--- src/hdl/apt_map.vh ---
`ifndef APT_MAP_VH
`define APT_MAP_VH
// ==========================================================================
// Register offsets on the serial control port.
`define APT_OFS_POWER_MODE 8'h37
`define APT_OFS_TIMESTAMP 8'h3b
`define APT_OFS_REF_OUT 8'h3c
`define APT_OFS_FBDIV_VP 8'h3d
`define APT_OFS_FBDIV_N 8'h3e
// ==========================================================================
// Reset values.
`define APT_RST_POWER_MODE 8'h4b
`define APT_RST_TIMESTAMP 8'h00
`define APT_RST_REF_OUT 8'h01
`define APT_RST_FBDIV_VP 8'h00
`define APT_RST_FBDIV_N 8'h20
// ==========================================================================
// Power mode codes.
`define APT_PM_LOW_POWER 8'h46
`define APT_PM_HIGH_PERF 8'h4b
// ==========================================================================
// Field positions.
`define APT_TS_EN_BIT 0
`define APT_REF_EN_BIT 0
`define APT_P_DIV_MSB 3
`define APT_P_DIV_LSB 2
`define APT_V_DIV_MSB 1
`define APT_V_DIV_LSB 0
`define APT_N_DIV_MSB 5
`define APT_N_DIV_LSB 0
`endif

--- src/hdl/apt_reg8.v ---
`timescale 1ns/100ps
// One 8-bit read/write register with its own reset value.
module apt_reg8 #(
	parameter [7:0] RESET_VALUE = 8'h00
) (
	input wire clk, // Core clock.
	input wire nrst, // Asynchronous reset, active low.
	input wire we, // Write strobe.
	input wire [7:0] wdata, // Write data.
	output reg [7:0] q // Stored value.
);
	always @(posedge clk or negedge nrst) begin
		if (!nrst) begin
			q <= RESET_VALUE;
		end else if (we) begin
			q <= wdata;
		end
	end
endmodule

--- src/hdl/apt_config.v ---
`timescale 1ns/100ps
`include "apt_map.vh"
module apt_config (
	input wire CORE_CLK, // Core clock, 125 MHz.
	input wire NRST, // Asynchronous reset, active low.
	input wire WR_EN, // Control port write strobe, one cycle.
	input wire RD_EN, // Control port read strobe, one cycle.
	input wire [7:0] ADDR, // Register offset.
	input wire [7:0] WDATA, // Write data.
	input wire PLL_EN, // PLL enable pin.
	output reg [7:0] RDATA, // Read data, registered.
	output reg RD_VALID, // Read data valid, one cycle.
	output wire LOW_POWER_MODE, // Low power operation selected.
	output wire HIGH_PERF_MODE, // High performance operation selected.
	output wire POWER_MODE_RESERVED, // Power mode code is reserved.
	output wire TIMESTAMP_RECEIVER_ENABLE, // Timestamp input receiver on.
	output wire REF_CLOCK_OUTPUT_ENABLE, // Reference clock output driven.
	output reg [2:0] V_DIV_RATIO, // First divider ratio, 0 when reserved.
	output reg [2:0] P_DIV_RATIO, // Second divider ratio, 0 when reserved.
	output wire [5:0] N_DIV_RATIO, // Third divider ratio.
	output wire DIV_CODE_RESERVED // A divider holds a reserved or zero code.
);
	// ======================================================================
	// Register storage.
	wire [7:0] power_mode_select;
	wire [7:0] timestamp_input_control;
	wire [7:0] reference_output_control;
	wire [7:0] synth_feedback_div_first_second;
	wire [7:0] synth_feedback_div_third;
	wire we_pm = WR_EN && (ADDR == `APT_OFS_POWER_MODE);
	wire we_ts = WR_EN && (ADDR == `APT_OFS_TIMESTAMP);
	wire we_ro = WR_EN && (ADDR == `APT_OFS_REF_OUT);
	wire we_vp = WR_EN && (ADDR == `APT_OFS_FBDIV_VP);
	wire we_n = WR_EN && (ADDR == `APT_OFS_FBDIV_N);

	// Reserved bits are stored as written so readback is exact.
	// Keeping them costs a few flip-flops but lets the host verify that it
	// wrote the reset values back into the reserved fields.
	apt_reg8 #(.RESET_VALUE(`APT_RST_POWER_MODE)) u_pm (
		.clk(CORE_CLK),
		.nrst(NRST),
		.we(we_pm),
		.wdata(WDATA),
		.q(power_mode_select)
	);
	apt_reg8 #(.RESET_VALUE(`APT_RST_TIMESTAMP)) u_ts (
		.clk(CORE_CLK),
		.nrst(NRST),
		.we(we_ts),
		.wdata(WDATA),
		.q(timestamp_input_control)
	);
	apt_reg8 #(.RESET_VALUE(`APT_RST_REF_OUT)) u_ro (
		.clk(CORE_CLK),
		.nrst(NRST),
		.we(we_ro),
		.wdata(WDATA),
		.q(reference_output_control)
	);
	apt_reg8 #(.RESET_VALUE(`APT_RST_FBDIV_VP)) u_vp (
		.clk(CORE_CLK),
		.nrst(NRST),
		.we(we_vp),
		.wdata(WDATA),
		.q(synth_feedback_div_first_second)
	);
	apt_reg8 #(.RESET_VALUE(`APT_RST_FBDIV_N)) u_n (
		.clk(CORE_CLK),
		.nrst(NRST),
		.we(we_n),
		.wdata(WDATA),
		.q(synth_feedback_div_third)
	);

	// ======================================================================
	// Read path.
	reg [7:0] next_rdata;
	always @* begin
		case (ADDR)
			`APT_OFS_POWER_MODE: next_rdata = power_mode_select;
			`APT_OFS_TIMESTAMP: next_rdata = timestamp_input_control;
			`APT_OFS_REF_OUT: next_rdata = reference_output_control;
			`APT_OFS_FBDIV_VP: next_rdata = synth_feedback_div_first_second;
			`APT_OFS_FBDIV_N: next_rdata = synth_feedback_div_third;
			default: next_rdata = 8'h00;
		endcase
	end

	always @(posedge CORE_CLK or negedge NRST) begin
		if (!NRST) begin
			RDATA <= 8'h00;
			RD_VALID <= 1'b0;
		end else begin
			RD_VALID <= RD_EN;
			if (RD_EN) begin
				RDATA <= next_rdata;
			end
		end
	end

	// ======================================================================
	// Power mode decode. A reserved code selects neither mode, so the core
	// keeps no guessed setting for it.
	assign LOW_POWER_MODE = (power_mode_select == `APT_PM_LOW_POWER);
	assign HIGH_PERF_MODE = (power_mode_select == `APT_PM_HIGH_PERF);
	assign POWER_MODE_RESERVED = !LOW_POWER_MODE && !HIGH_PERF_MODE;

	// ======================================================================
	// Timestamp receiver and reference output.
	assign TIMESTAMP_RECEIVER_ENABLE = timestamp_input_control[`APT_TS_EN_BIT];
	assign REF_CLOCK_OUTPUT_ENABLE = reference_output_control[`APT_REF_EN_BIT] && PLL_EN;

	// ======================================================================
	// Feedback divider ratios.
	wire [1:0] v_code = synth_feedback_div_first_second[`APT_V_DIV_MSB:`APT_V_DIV_LSB];
	wire [1:0] p_code = synth_feedback_div_first_second[`APT_P_DIV_MSB:`APT_P_DIV_LSB];
	always @* begin
		case (v_code)
			2'h0: V_DIV_RATIO = 3'h5;
			2'h1: V_DIV_RATIO = 3'h4;
			2'h2: V_DIV_RATIO = 3'h3;
			default: V_DIV_RATIO = 3'h0;
		endcase
	end
	always @* begin
		case (p_code)
			2'h0: P_DIV_RATIO = 3'h1;
			2'h1: P_DIV_RATIO = 3'h2;
			2'h2: P_DIV_RATIO = 3'h4;
			default: P_DIV_RATIO = 3'h0;
		endcase
	end
	assign N_DIV_RATIO = synth_feedback_div_third[`APT_N_DIV_MSB:`APT_N_DIV_LSB];
	// Zero is not a supported third divider value.
	assign DIV_CODE_RESERVED = (V_DIV_RATIO == 3'h0) || (P_DIV_RATIO == 3'h0) || (N_DIV_RATIO == 6'h00);
endmodule

--- config.mk ---
export PLATFORM = sky130hd
export DESIGN_NAME = apt_config
export DESIGN_NICKNAME = d
export VERILOG_FILES = /design/src/hdl/apt_reg8.v /design/src/hdl/apt_config.v
export VERILOG_INCLUDE_DIRS = /design/src /design/src/hdl
export SDC_FILE = /design/constraint.sdc
export NUM_CORES = 1
export LEC_CHECK = 0
export BUFFER_PORTS_ARGS = -buffer_cell sky130_fd_sc_hd__buf_2
export CAP_MARGIN = 40
export CORE_MARGIN = 2
export CORE_UTILIZATION = 49
export DETAILED_ROUTE_END_ITERATION = 8
export HOLD_SLACK_MARGIN = 0.03
export MAX_ROUTING_LAYER = met4
export PLACE_DENSITY_LB_ADDON = 0.05
export SLEW_MARGIN = 20
export SYNTH_ARGS = -nofsm -noshare
export SYNTH_HDL_FRONTEND = slang
export SYNTH_SLANG_ARGS = --single-unit
export TNS_END_PERCENT = 50
--- constraint.sdc ---
create_clock -name CORE_CLK -period 1.6 [get_ports CORE_CLK]
set_clock_uncertainty 0.15 [all_clocks]
set_input_delay 0.24 -clock CORE_CLK [delete_from_list [all_inputs] [get_ports CORE_CLK]]
set_output_delay 0.24 -clock CORE_CLK [all_outputs]
set_load 0.03 [all_outputs]
# Yosys cells after proc, flatten, opt, wreduce, memory -nomap -nowiden
# Index checks and enable logic that the tools add are counted.
word_totals:
  in_bits: 21
  wordCells: 37
  register_bits: 49
  output_inout_bits: 27
classes:
  reduce_logical: 16
  muxes: 3
  eq_ne: 11
op_table:
  columns: ["op", "n"]
  rows:
  - ["$eq A8 B6 Y1 const B", 5]
  - ["$pmux W8 S5", 1]
  - ["$pmux W3 S3", 2]
  - ["$eq A8 B7 Y1 const B", 2]
  - ["$logic_and A1 B1 Y1", 7]
  - ["$logic_not A3 Y1", 2]
  - ["$logic_not A6 Y1", 1]
  - ["$eq A2 B1 Y1 const B", 2]
  - ["$eq A2 B2 Y1 const B", 2]
  - ["$logic_not A2 Y1", 2]
  - ["$logic_not A1 Y1", 2]
  - ["$logic_or A1 B1 Y1", 2]

# Depth between registers and ports, before layout
depth:
  depth_word: 5
  depth_mapped: 7
  depth_no_buf: 4

# By module
# A second synthesis with hierarchy kept.
hier_totals:
  hier_cells: 188
  area_unflattened_um2: 2556.2
modules_own_cells:
  columns: ["mod", "n_inst", "area_each_um2", "seq_area_each_um2", "cells_per_inst"]
  rows:
  - ["apt_config", 1, 890.9, 225.2, 103]
  - ["apt_reg8 (u_n ...)", 2, 332.8, 201.4, 17]
  - ["apt_reg8 (u_ts ...)", 2, 331.6, 200.2, 17]
  - ["apt_reg8 (u_pm)", 1, 336.6, 205.2, 17]

# Worst setup path before layout
# Ideal clock, no wire load.
synth_path:
  path_type: "reg2out"
  startpoint: "reg u_pm.q[1]"
  endpoint: "out POWER_MODE_RESERVED"
  stages_incl_launch_ff: 5
  n_path_buf: 0
  arrival_ns: 2.515
  path_slack_ns: -1.305
  t_required_ns: 1.210
  path_cell_list: "dfstp_2 > nand2_1 > or4_1 > nor4b_1 > nor2_1"
synth_via:
  elab_chain_len: 3
  word_cells_on_any_way: 5
  cone_classes: "2 x eq/ne; 3 x reduce/logical"
synth_lines:
  columns: ["item", "line_no", "source"]
  rows:
  - ["start, declared", "apt_reg8.v:10", "output reg [7:0] q"]
  - ["start signal, assigned", "apt_reg8.v:16", "q <= wdata;"]
  - ["$eq A8 B7 Y1 (no source line)", null, null]
  - ["net LOW_POWER_MODE", "apt_config.v:13", "output wire LOW_POWER_MODE,"]
  - ["$logic_not A1 Y1", "apt_config.v:106", "assign POWER_MODE_RESERVED = !LOW_POWER_MODE && !HIGH_PERF_MODE;"]
  - ["$logic_and A1 B1 Y1", "apt_config.v:106", null]
  - ["end, declared", "apt_config.v:15", "output wire POWER_MODE_RESERVED,"]
# The timed path passes the listed nets, and every way through them passes these cells.

# Worst setup path in the final report
layout_path:
  startpoint: "reg u_pm.q[6]"
  endpoint: "out POWER_MODE_RESERVED"
layout_via:
  elab_chain_len: 3
  word_cells_on_any_way: 5
  cone_classes: "2 x eq/ne; 3 x reduce/logical"
layout_lines:
  columns: ["item", "line_no"]
  rows:
  - ["$eq A8 B7 Y1 (no source line)", null]
  - ["$logic_not A1 Y1", "apt_config.v:106"]
  - ["$logic_and A1 B1 Y1 (*)", "apt_config.v:106"]
# Mark *: on every way between the ends. The rest lies on a longest branch, timed or not.

==> flow_summary.yaml <==
power:
  leakage_nw: 1.60
  seqPwrFrac: 0.540
  power_mw: 2.48
  intPower_mw: 1.84
  peakVddDrop_mv: 0.476
  p_sw_frac: 0.260
  combPwrFrac: 0.160
  switchingPower_mw: 0.645
  pwr-share-clk: 0.300
  power.density_nw_per_um2: 782
clock_network:
  cts_buffers: 5
  path_clk_slew_ns: 0.09
  cts_tree: "built"
  insertion_delay_ns: 0.30
  clock-sinks: 49
  clockBufferDepth: 2
  root_buffer: "clkbuf_8"
  htree_levels: 2
finish:
  fill_cells: 394
  syn2layout_area_growth_pct: 28.1
  final-seq-area_um2: 1230
  multiInputGateArea_um2: 1150
  drive_gt1_frac: 0.549
  layout_commonest_cell: "dfrtp_1"
  final_cell_mix: "dfrtp_1 (43), buf_2 (42), buf_4 (40)"
  antennaDiodeCount: 0
  finalNetCount: 297
synth:
  synthCells: 195
  synth_top_cell_by_area: "dfrtp_1"
  synthFlopType: "dfrtp_1"
  synth_area_um2: 2480
  ys_types: 37
  async_flop_share: 1.00
  ys_seq_area_frac: 0.497
  synth_edf_count: 0
  synth_top_area_share: 0.434
  synth_nets: 216
  synthTopCellsByArea: "dfrtp_1 (43%), mux2_4 (15%), mux2_2 (7.3%)"
  synth_area_per_cell_um2: 12.7
  synth_seq_cells: 49
  synth.yosys.warnings: 0
die:
  dieArea_um2: 5650
  num_rows: 25
  pin_count: 48
  core_um2: 4820
  start_util: 0.515
  die_x_um: 75.2
  die_y_um: 75.2
grt:
  grt_max_degree: 22
  overflow: 0
  grt_use_total: 0.244
  antenna_found_initial: 0
  grt_pass1_wl_um: 9690
  first_global_vias: 1893
critical_path:
  crit_type: "reg -> out"
  crit_path_start_kind: "flip-flop"
  worstPathArrival_ns: 1.87
  required_ns: 1.21
  cp-end-kind: "output port"
  cp_max_fo: 2
routing:
  drt_iter0_markers: 72
  wl_per_cell_um: 17.5
  routed_wl_um: 6020
  dr.pass1.iters: 4
  vias: 1843
  ant_nets: 0
  drcViolationCount: 0
  via_per_inst: 5.36
timing:
  relSlewSlack: 0.761
  hold_viol: 0
  period_share: 1.41
  grt_setup_unrepaired: "yes"
  fin_crit_ns: 2.26
  final.setup.tns_ns: -2.36
  setup_viol: 4
  worst_slack_ns: -0.660
  max_freq_ghz: 0.442
  tightestPinTransition_ns: 0.358
  final-max-slew-violation-count: 0
placed_design:
  port_buffers: 47
  gp_congestion: 0.910
  dp_hpwl_um: 4660
  dp_slack_ns: -0.429
flow_run:
  max_cap_viol_count: 0
run_status:
  outcome: "finished with violations"
  violations: "setup timing"
worst_hold_path:
  hp-class: "in -> reg"
==> stage by stage <==
step | cells | cell area [um^2] | hold slack [ns] | util
floorplan | 195 | 2530 | -0.206 | -
global placement | 334 | 3030 | 0.0116 | 0.630
detailed placement | 334 | 3030 | 0.0176 | 0.630
CTS | 344 | 3170 | 0.0704 | 0.658
global route | 344 | 3180 | 0.0859 | 0.660
finish | 344 | 3180 | 0.0778 | 0.660
==> timing repair <==
action,4_1_cts,5_1_grt
cloned,0,0
pin swaps,1,0
endpoints found under the hold margin,37,0
setup buffers,1,0
setup endpoints to repair,12,5
gates resized for setup,9,4
hold buffers,1,0
==> final timing paths <==
check,start,endpoint,slack (ns),cells past startpoint
max reg2reg,u_vp.q[3],RDATA[3],0.24,4
max in group asynchronous,NRST,u_n.q[5],0.54,3
min,RD_EN,RD_VALID,0.08,1
min in group asynchronous,NRST,RDATA[1],0.22,2
max,u_pm.q[6],POWER_MODE_RESERVED,-0.66,6
min reg2reg,u_ts.q[7],u_ts.q[7],0.36,1
==> flip-flops by register name, indices dropped and copies added (netlist names) <==
| register | cells |
|---|---|
| u_vp.q | 8 |
| u_ts.q | 8 |
| u_n.q | 8 |
| u_ro.q | 8 |
| u_pm.q | 8 |
| RD_VALID | 1 |
| RDATA | 8 |
==> critical path, cell delays in order (launching register included) <==
cell and delay (ns):
dfstp_2 0.54, nand2_1 0.05, or4_4 0.44, buf_4 0.16, nor3_4 0.18, nor2_4 0.06
buf_6 0.14
==> routing by layer <==
metal | vias to the layer above | GRT usage | part of all wire | routed length (um)
met4 | 0 | 0.0663 | 0.012 | 74
met2 | 52 | 0.386 | 0.47 | 2830
li1 | 870 | - | - | -
met5 | - | - | 0 | 0
met1 | 913 | 0.322 | 0.47 | 2860
met3 | 8 | 0.0495 | 0.043 | 258
==> synthesized netlist by cell type (2+ instances only) <==
library cell	instances
mux2_2	16
and3_4	2
clkbuf_1	2
o22ai_1	4
dfstp_2	6
nor2_1	10
or4_1	2
or3_1	2
a22oi_1	4
a31oi_1	4
nor3_1	2
dfrtp_1	43
mux2_4	24
inv_1	8
o21ai_0	4
buf_4	6
buf_6	5
nand2_1	5
and2_1	2
a22o_1	8
a21oi_1	7
mux2i_1	7
nor2b_1	8
==> power by group through the flow <==
stage	registers [mW]	clock network [mW]	logic (mW)
floorplan	1.38	0	0.193
global placement	1.36	0	0.376
detailed placement	1.36	0	0.384
CTS	1.34	0.764	0.400
global route	1.35	0.817	0.432
finish	1.34	0.745	0.397
==> kinds of logic after synthesis <==
logic type | share of synthesized area
compound gates | 0.0903
mux | 0.246
flops | 0.497
buf+inv | 0.0580
simple gates | 0.108
==> final cells by class <==
| cell class | instances | share of cell area |
|---|---|---|
| sequential | 49 | 0.388 |
| clock buffer | 8 | 0.0283 |
| tap | 67 | 0.0264 |
| timing repair buffer | 88 | 0.184 |
| multi-input combinational | 124 | 0.363 |
| inverter | 8 | 0.00945 |
Note: power is estimated with default switching activity, not from simulation.
